**config.mk**
```make
export PLATFORM = sky130hd
export DESIGN_NAME = sdbsm_top
export DESIGN_NICKNAME = d
export VERILOG_FILES = /design/src/core/sdbsm_pkg.sv /design/src/core/sdbsm_cmd_decode.sv /design/src/core/sdbsm_bank.sv /design/src/core/sdbsm_top.sv
export SDC_FILE = /design/constraint.sdc
export NUM_CORES = 1
export LEC_CHECK = 0
export BUFFER_PORTS_ARGS = -buffer_cell sky130_fd_sc_hd__buf_2
export CAP_MARGIN = 20
export CELL_PAD_IN_SITES_DETAIL_PLACEMENT = 1
export CELL_PAD_IN_SITES_GLOBAL_PLACEMENT = 1
export CORE_MARGIN = 2
export CORE_UTILIZATION = 52
export CTS_CLUSTER_DIAMETER = 40
export DETAILED_ROUTE_END_ITERATION = 8
export GPL_TIMING_DRIVEN = 0
export MAX_ROUTING_LAYER = met4
export PLACE_DENSITY_LB_ADDON = 0.15
export SYNTH_ARGS = -nofsm -noshare
export SYNTH_HDL_FRONTEND = slang
export SYNTH_SLANG_ARGS = --single-unit
```
**constraint.sdc**
```tcl
create_clock -name REF_CLK -period 7.04 [get_ports REF_CLK]
set_clock_uncertainty 0.15 [all_clocks]
set_input_delay 1.408 -clock REF_CLK [delete_from_list [all_inputs] [get_ports REF_CLK]]
set_output_delay 1.408 -clock REF_CLK [all_outputs]
set_load 0.01 [all_outputs]
```
**src/core/sdbsm_pkg.sv**
```systemverilog
// Package: command codes, bank states and timing constants
package sdbsm_pkg;

  localparam int NUM_BANKS = 4;
  localparam int CLK_PERIOD_NS = 100;

  // Timing figures in ns; each is a least time, so counts round up
  localparam int PRECHARGE_TIME_NS          = 20;
  localparam int ACTIVATE_TO_ACCESS_TIME_NS = 20;
  localparam int REFRESH_CYCLE_TIME_NS      = 66;
  localparam int MODE_LOAD_TIME_NS          = 200;
  localparam int SELF_REFRESH_EXIT_TIME_NS  = 75;

  localparam int PRECHARGE_CYC =
    (PRECHARGE_TIME_NS + CLK_PERIOD_NS - 1) / CLK_PERIOD_NS;
  localparam int ACTIVATE_CYC =
    (ACTIVATE_TO_ACCESS_TIME_NS + CLK_PERIOD_NS - 1) / CLK_PERIOD_NS;
  localparam int REFRESH_CYC =
    (REFRESH_CYCLE_TIME_NS + CLK_PERIOD_NS - 1) / CLK_PERIOD_NS;
  localparam int MODE_LOAD_CYC =
    (MODE_LOAD_TIME_NS + CLK_PERIOD_NS - 1) / CLK_PERIOD_NS;
  localparam int SELF_REFRESH_EXIT_CYC =
    (SELF_REFRESH_EXIT_TIME_NS + CLK_PERIOD_NS - 1) / CLK_PERIOD_NS;

  localparam int TIMER_W = 8;

  // Strobe pattern {ras_n, cas_n, we_n} with chip select low
  localparam logic [2:0] CMD_NOP       = 3'h7;
  localparam logic [2:0] CMD_ACTIVE    = 3'h3;
  localparam logic [2:0] CMD_READ      = 3'h5;
  localparam logic [2:0] CMD_WRITE     = 3'h4;
  localparam logic [2:0] CMD_PRECHARGE = 3'h2;
  localparam logic [2:0] CMD_BURST_END = 3'h6;
  localparam logic [2:0] CMD_REFRESH   = 3'h1;
  localparam logic [2:0] CMD_MODE_LOAD = 3'h0;

  typedef enum logic [2:0] {
    SDBSM_BK_IDLE,
    SDBSM_BK_ACTIVATING,
    SDBSM_BK_ACTIVE,
    SDBSM_BK_READ,
    SDBSM_BK_WRITE,
    SDBSM_BK_READ_AP,
    SDBSM_BK_WRITE_AP,
    SDBSM_BK_PRECHARGING
  } sdbsm_bank_st_t;

  typedef enum logic [2:0] {
    SDBSM_DV_NORMAL,
    SDBSM_DV_REFRESHING,
    SDBSM_DV_MODE_ACCESS,
    SDBSM_DV_PRECHARGE_ALL,
    SDBSM_DV_EXIT_WAIT
  } sdbsm_dev_st_t;

  // Bank state codes as seen on the status outputs
  localparam logic [2:0] ST_CODE_IDLE = 3'h0;

endpackage : sdbsm_pkg

```
**src/core/sdbsm_cmd_decode.sv**
```systemverilog
// Command decoder: registers pins, yields the strobe pattern as a three-bit command code
module sdbsm_cmd_decode
  import sdbsm_pkg::*;
(
  input  wire logic       clk,
  input  wire logic       rst,
  input  wire logic       cs_n,
  input  wire logic       ras_n,
  input  wire logic       cas_n,
  input  wire logic       we_n,
  input  wire logic       cke,
  input  wire logic       ap_bit,
  input  wire logic [1:0] bank_sel,
  output logic            valid,
  output logic [2:0]      cmd,
  output logic            ap,
  output logic [1:0]      bank
);

  typedef struct packed {
    logic [7:0] s1;
    logic [7:0] s2;
    logic       cke_prev;
  } sdbsm_dec_t;

  sdbsm_dec_t q, d;

  always_comb begin
    d = q;
    d.s1 = {cs_n, ras_n, cas_n, we_n, cke, ap_bit, bank_sel};
    d.s2 = q.s1;
    d.cke_prev = q.s2[3];
  end

  always_ff @(posedge clk or posedge rst) begin
    if (rst) begin
      q <= '{s1: 8'h80, s2: 8'h80, cke_prev: 1'b0};
    end else begin
      q <= d;
    end
  end

  // Inhibit masks everything; clock gate must be high now and before
  assign valid = !q.s2[7] && q.s2[3] && q.cke_prev;
  assign cmd   = q.s2[6:4];
  assign ap    = q.s2[2];
  assign bank  = q.s2[1:0];

endmodule : sdbsm_cmd_decode

```
**src/core/sdbsm_bank.sv**
```systemverilog
// One bank's state machine with its own timing counter
module sdbsm_bank
  import sdbsm_pkg::*;
(
  input  wire logic       clk,
  input  wire logic       rst,
  input  wire logic       sel,
  input  wire logic       cmd_ok,
  input  wire logic [2:0] cmd,
  input  wire logic       ap,
  input  wire logic       pre_all,
  input  wire logic       force_idle,
  input  wire logic       term,
  output sdbsm_bank_st_t  state
);

  typedef struct packed {
    sdbsm_bank_st_t     st;
    logic [TIMER_W-1:0] tmr;
  } sdbsm_bk_t;

  sdbsm_bk_t q, d;

  function automatic logic [TIMER_W-1:0] cyc(input int n);
    return TIMER_W'(n > 0 ? n - 1 : 0);
  endfunction : cyc

  always_comb begin
    logic hit;
    hit = cmd_ok && sel;
    d = q;
    if (q.tmr != '0) begin
      d.tmr = q.tmr - 1'b1;
    end
    unique case (q.st)
      SDBSM_BK_IDLE: begin
        // Precharge to an idle bank is a no-op here
        if (hit && cmd == CMD_ACTIVE) begin
          d.st  = SDBSM_BK_ACTIVATING;
          d.tmr = cyc(ACTIVATE_CYC);
        end
      end
      SDBSM_BK_ACTIVATING: begin
        // Commands to this bank are ignored until the row is ready
        if (q.tmr == '0) begin
          d.st = SDBSM_BK_ACTIVE;
        end
      end
      SDBSM_BK_ACTIVE, SDBSM_BK_READ, SDBSM_BK_WRITE: begin
        if (term && q.st != SDBSM_BK_ACTIVE) begin
          d.st = SDBSM_BK_ACTIVE;
        end
        if (cmd_ok && cmd == CMD_PRECHARGE && (sel || pre_all)) begin
          d.st  = SDBSM_BK_PRECHARGING;
          d.tmr = cyc(PRECHARGE_CYC);
        end else if (hit && cmd == CMD_READ) begin
          d.st = ap ? SDBSM_BK_READ_AP : SDBSM_BK_READ;
          d.tmr = cyc(PRECHARGE_CYC);
        end else if (hit && cmd == CMD_WRITE) begin
          d.st = ap ? SDBSM_BK_WRITE_AP : SDBSM_BK_WRITE;
          d.tmr = cyc(PRECHARGE_CYC);
        end
      end
      SDBSM_BK_READ_AP, SDBSM_BK_WRITE_AP, SDBSM_BK_PRECHARGING: begin
        if (q.tmr == '0) begin
          d.st = SDBSM_BK_IDLE;
        end
      end
      default: d.st = SDBSM_BK_IDLE;
    endcase
    if (force_idle) begin
      d.st  = SDBSM_BK_IDLE;
      d.tmr = '0;
    end
  end

  always_ff @(posedge clk or posedge rst) begin
    if (rst) begin
      q <= '{st: SDBSM_BK_IDLE, tmr: '0};
    end else begin
      q <= d;
    end
  end

  assign state = q.st;

endmodule : sdbsm_bank

```
**src/core/sdbsm_top.sv**
```systemverilog
// Top: four-bank command state machine of a synchronous DRAM
//
// Summary of operation
// - Chip select high registers no command; ongoing work continues.
// - Low select with all strobes high is a no-op.
// - Idle bank accepts activate, opening a row.
// - Mode load holds device busy for mode load time, then all idle.
// - Precharge to an idle bank changes nothing.
// - Row-active bank accepts read, with or without auto precharge.
// - Row-active or read bank accepts write, starting a burst.
// - Precharge closes the open row in one or all banks.
// - Read during read or write without auto precharge restarts read.
// - Precharge during plain read burst truncates it and precharges.
// - Precharge during plain write burst truncates it and precharges.
// - Write during plain write starts fresh write burst.
// - Burst terminate stops the latest read or write, any bank.
// - Commands act only with clock gate high now and before, after exit.
// - Bank is idle only after precharge time has elapsed.
// - Bank row-active once activate-to-access time met, no burst.
// - Activate enters activating, then active; precharge ends in idle.
// - Auto precharge access stays busy until precharge time, then idle.
// - Refresh holds device busy for refresh cycle time, then all idle.
// - Precharge-all holds device busy for precharge time, then idle.
// - Address bit ten on read or write selects auto precharge.
// - Address bit ten on precharge selects all banks, ignoring bank.
module sdbsm_top
  import sdbsm_pkg::*;
#(
  parameter int BANKS = NUM_BANKS
) (
  input  wire logic REF_CLK,
  input  wire logic RST,
  input  wire logic CS_N,
  input  wire logic ROW_STROBE_N,
  input  wire logic COL_STROBE_N,
  input  wire logic WRITE_STROBE_N,
  input  wire logic CLOCK_GATE,
  input  wire logic AUTO_PRECHARGE_ADDR_BIT,
  input  wire logic BANK_SELECT_LO,
  input  wire logic BANK_SELECT_HI,
  input  wire logic SELF_REFRESH_EXIT,
  output logic [11:0] BANK_STATE,
  output logic [2:0]  DEVICE_STATE,
  output logic        ALL_IDLE,
  output logic        CMD_ACCEPTED
);

  // --------------------------------------------------------------
  // Command decode
  // --------------------------------------------------------------
  logic       cmd_v;
  logic [2:0] cmd;
  logic       ap;
  logic [1:0] bank;

  sdbsm_cmd_decode u_dec (
    .clk      (REF_CLK),
    .rst      (RST),
    .cs_n     (CS_N),
    .ras_n    (ROW_STROBE_N),
    .cas_n    (COL_STROBE_N),
    .we_n     (WRITE_STROBE_N),
    .cke      (CLOCK_GATE),
    .ap_bit   (AUTO_PRECHARGE_ADDR_BIT),
    .bank_sel ({BANK_SELECT_HI, BANK_SELECT_LO}),
    .valid    (cmd_v),
    .cmd      (cmd),
    .ap       (ap),
    .bank     (bank)
  );

  // --------------------------------------------------------------
  // Device-wide state
  // --------------------------------------------------------------
  typedef struct packed {
    sdbsm_dev_st_t      st;
    logic [TIMER_W-1:0] tmr;
    logic [1:0]         last_bank;
    logic               last_live;
    logic [2:0]         exit_s;
    logic               accepted;
  } sdbsm_top_t;

  sdbsm_top_t     q, d;
  sdbsm_bank_st_t bst [BANKS];
  logic           all_idle;
  logic           cmd_ok;
  logic           force_idle;
  logic           term;
  logic           pre_all;

  function automatic logic [TIMER_W-1:0] cyc(input int n);
    return TIMER_W'(n > 0 ? n - 1 : 0);
  endfunction : cyc

  always_comb begin
    all_idle = 1'b1;
    for (int i = 0; i < BANKS; i++) begin
      if (bst[i] != SDBSM_BK_IDLE) begin
        all_idle = 1'b0;
      end
    end
  end

  // Banks see commands only in normal state; no-op decodes as nothing
  assign cmd_ok = cmd_v && q.st == SDBSM_DV_NORMAL
                  && cmd != CMD_NOP;
  assign pre_all = ap && cmd == CMD_PRECHARGE;
  assign term = cmd_ok && cmd == CMD_BURST_END
                && q.last_live;

  always_comb begin
    d = q;
    // Two sync stages, third only for edge detection
    d.exit_s = {q.exit_s[1:0], SELF_REFRESH_EXIT};
    d.accepted = cmd_ok;
    force_idle = 1'b0;
    if (q.tmr != '0) begin
      d.tmr = q.tmr - 1'b1;
    end
    if (cmd_ok && (cmd == CMD_READ || cmd == CMD_WRITE)) begin
      d.last_bank = bank;
      d.last_live = bst[bank] == SDBSM_BK_ACTIVE
                    || bst[bank] == SDBSM_BK_READ
                    || bst[bank] == SDBSM_BK_WRITE;
    end else if (term) begin
      d.last_live = 1'b0;
    end
    unique case (q.st)
      SDBSM_DV_NORMAL: begin
        // Refresh and mode load trusted only with all banks idle
        if (q.exit_s[2] && !q.exit_s[1]) begin
          d.st  = SDBSM_DV_EXIT_WAIT;
          d.tmr = cyc(SELF_REFRESH_EXIT_CYC);
        end else if (cmd_ok && all_idle) begin
          if (cmd == CMD_REFRESH) begin
            d.st  = SDBSM_DV_REFRESHING;
            d.tmr = cyc(REFRESH_CYC);
          end else if (cmd == CMD_MODE_LOAD) begin
            d.st  = SDBSM_DV_MODE_ACCESS;
            d.tmr = cyc(MODE_LOAD_CYC);
          end
        end
        if (cmd_ok && pre_all) begin
          d.st  = SDBSM_DV_PRECHARGE_ALL;
          d.tmr = cyc(PRECHARGE_CYC);
        end
      end
      SDBSM_DV_REFRESHING, SDBSM_DV_MODE_ACCESS,
      SDBSM_DV_PRECHARGE_ALL, SDBSM_DV_EXIT_WAIT: begin
        if (q.tmr == '0) begin
          d.st = SDBSM_DV_NORMAL;
          force_idle = 1'b1;
        end
      end
      default: d.st = SDBSM_DV_NORMAL;
    endcase
  end

  always_ff @(posedge REF_CLK or posedge RST) begin
    if (RST) begin
      q <= '{st: SDBSM_DV_NORMAL, tmr: '0, last_bank: 2'h0,
             last_live: 1'b0, exit_s: 3'h0, accepted: 1'b0};
    end else begin
      q <= d;
    end
  end

  // --------------------------------------------------------------
  // Bank state machines
  // --------------------------------------------------------------
  for (genvar b = 0; b < BANKS; b++) begin : g_bank
    logic sel;
    logic bterm;
    assign sel   = !pre_all && bank == 2'(b);
    assign bterm = term && q.last_bank == 2'(b);
    sdbsm_bank u_bank (
      .clk        (REF_CLK),
      .rst        (RST),
      .sel        (sel),
      .cmd_ok     (cmd_ok),
      .cmd        (cmd),
      .ap         (ap),
      .pre_all    (pre_all),
      .force_idle (force_idle),
      .term       (bterm),
      .state      (bst[b])
    );
    assign BANK_STATE[3*b +: 3] = bst[b];
  end

  assign DEVICE_STATE = q.st;
  assign ALL_IDLE     = all_idle && q.st == SDBSM_DV_NORMAL;
  assign CMD_ACCEPTED = q.accepted;

endmodule : sdbsm_top

```
==> metrics <==
Tcrit/Tclk final=0.521; ANT nets after route=0; Seq/Total Area, Yosys=0.425; area added between synthesis and finish=10.7%; Mapped Nets=501; Antenna diodes=0; worst vdd ir=0.000157 V; hold wc startpoint=u_dec.d[5]; Netlist Area Pre-Place=4660 sq um; Post-synth EDFFs=0; CTS tree=done; crit path cell chain=clkbuf_1 -> or3_1 -> nor4_1 -> and2_1 -> buf_2; Die X=98.6 um; Power Density=262 nW/um^2; H-tree level count=3; Hold Path Class=reg -> reg; die area=9730 sq um; Top FF cell, synth=dfrtp_1; clock slew at reported path FFs=0.08 ns; delay-heaviest family, CP=simple AND/OR/NAND/NOR gates; Max-slew headroom=0.512; final core occ=0.592; first-pass GRT wire length=20.2 mm; Post-CTS Resized=0; Total GRT Usage=0.266; unrepaired setup endpoints after global routing=false; Max-cap violations=0; crit path kind=reg -> out; hold buffers post-CTS=0; number of fill cells=1013; Fmax=0.273 GHz; hpwl dp=8.76 mm; FF-to-FF setup slack=4.31 ns; area of the multi-input gates=2370 sq um; clock root cell=clkbuf_8; largest net degree at the start of global routing=43; sequential cell area=1980 sq um; # rows=34; Yosys warnings=0; crit path DAT=2.11 ns; library cells used by synthesis=83; Tmin final=3.67 ns; total CTS buffers=9; Iteration-0 DRC Markers=217; Slew Limit Fails=0; CP required=5.48 ns; number of buffers inserted by port buffering=27; die span in y=98.6 um; Worst setup EP type=output pin; vias in the first global route=4151; wire per inst=18.8 um; CP startpoint kind=flip-flop; Post-layout nets=540; Residual DRC=0; final setup fails=0; Pre-antenna DRT Iters=4; measured slew at the worst slew-check pin=0.726 ns; io pins=28; clock net sink count=79; setup_tns=0 ns; vias post-DR=3866; initial antenna violation count=0; Fin. Hold Viols=0; Leak=2.34 nW; grt total ovfl=0; deepest clock path buffer count=2; Cells after Synth=484; share of post-route cells with drive strength above 1=0.188; Starting Density=0.534; crit path max fanout=10; Critical Path Source=g_bank[0].u_bank.state[2]; reg2reg start=g_bank[0].u_bank.q[0]; Synth Area per Inst=9.62 sq um; Crit path largest cell delay=0.40 ns; Core Area=8720 sq um; Crit-path slowest cell=dfrtp_1; Worst-Skew Late Latency=0.37 ns; flops & latches, synth=79; status=completed; Buffers & Inverters on Critical Path=2; vias per cell=6.08; RePlAce Congestion=0.983; final WL=12.0 mm; Post-CTS Repair Setup Buffers=0; fraction of registers with async set/reset=1.00
cell type report:
cell class | count | share of cell area
buffer | 35 | 0.0400
clock buffer | 11 | 0.0293
clock inverter | 5 | 0.0109
inverter | 23 | 0.0196
multi-input combinational | 347 | 0.460
sequential | 79 | 0.384
tap | 108 | 0.0262
timing repair buffer | 28 | 0.0301
layer usage:
layer  global-route usage  up-vias  wire (um)
met2                0.448       82       6040
met5                    -        -          0
met1                0.324     1939       5250
met3               0.0511       16        526
met4               0.0854        0        143
li1                     -     1829          -
sequential cells by signal, summed over array words and instances, names as in the netlist:
name	cells
u_dec.cmd	3
u_dec.q	2
CMD_ACCEPTED	1
u_dec.d	9
q	12
DEVICE_STATE	3
d	2
g_bank.u_bank.q	32
g_bank.u_bank.state	12
u_dec.bank	2
u_dec.ap	1
per-stage QoR:
stage	worst slack [ns]	cells	power, mW	cell area [sq um]	hold slack [ns]
2_1_floorplan	3.46	484	0.873	4660	0.181
3_3_place_gp	2.56	619	0.974	4930	0.181
4_1_cts	3.39	636	1.36	5160	0.204
3_5_place_dp	3.81	620	1.00	4950	0.186
5_1_grt	3.28	636	1.43	5160	0.211
6_report	3.37	636	1.35	5160	0.200
worst paths after layout:
check                                                 end  cells past startpoint
min in group asynchronous       g_bank[0].u_bank.state[2]                      2
worst min-delay path                         u_dec.cmd[0]                      0
max in group asynchronous                      u_dec.d[8]                      3
worst min register to register               u_dec.cmd[0]                      0
worst max register to register  g_bank[0].u_bank.state[2]                      7
worst max-delay path                             ALL_IDLE                      5
Yosys cell counts (4+ instances only):
library cell  count  area, sq um
nand3_1           9         45.0
buf_4            15          113
buf_1             5         18.8
inv_1            22         82.6
o31ai_1          10         75.1
a21oi_1          18         90.1
nand2_1          31          116
nor2b_1          10         62.6
nand3b_1          5         37.5
nand2b_1          9         56.3
o22ai_1           4         25.0
nor3_2            5         50.1
a31oi_1           5         31.3
o21ai_0           9         45.0
a211oi_1          5         37.5
xnor2_1          20          175
clkbuf_1         10         37.5
nor3b_1           7         52.6
nand4_1           4         25.0
xor2_1           10         87.6
nor4_1           13         81.3
ha_1              6         75.1
or3_1             4         25.0
dfrtp_1          77         1930
nor3_1           28          140
nor2_1           44          165
power by group:
part           internal, mW  switching [mW]
Sequential            0.501          0.0623
Clock                 0.182           0.171
Combinational         0.178           0.258
kinds of logic (layout without fill, tap and decap cells):
| group | Yosys count | in the layout | synth area share |
|---|---|---|---|
| XOR/XNOR | 30 | 30 | 0.0564 |
| AND/OR/NAND/NOR | 198 | 198 | 0.240 |
| multiplexers | 9 | 9 | 0.0290 |
| buffers and inverters | 58 | 102 | 0.0655 |
| flip-flops | 79 | 79 | 0.425 |
| adder cells (fa/ha/maj) | 6 | 6 | 0.0161 |
| AO/OA/AOI/OAI | 104 | 104 | 0.168 |
placed cells by master, fill, tap and decap left out, types with 4 or more instances in the layout:
cell      count
buf_2        30
ha_1          6
nand2_1      31
dfrtp_1      77
nor4_1       13
o21ai_0       9
buf_1         5
nor3b_1       7
nor2_1       44
clkbuf_8     11
xor2_1       10
nand4_1       4
or3_1         4
nand3b_1      5
a31oi_1       5
a21oi_1      18
a211oi_1      5
nand2b_1      9
nor3_1       28
o31ai_1      10
nor3_2        5
xnor2_1      20
buf_4        15
o22ai_1       4
nor2b_1      10
nand3_1       9
inv_1        21
clkbuf_1     10
(Power assumes the default switching activity.)
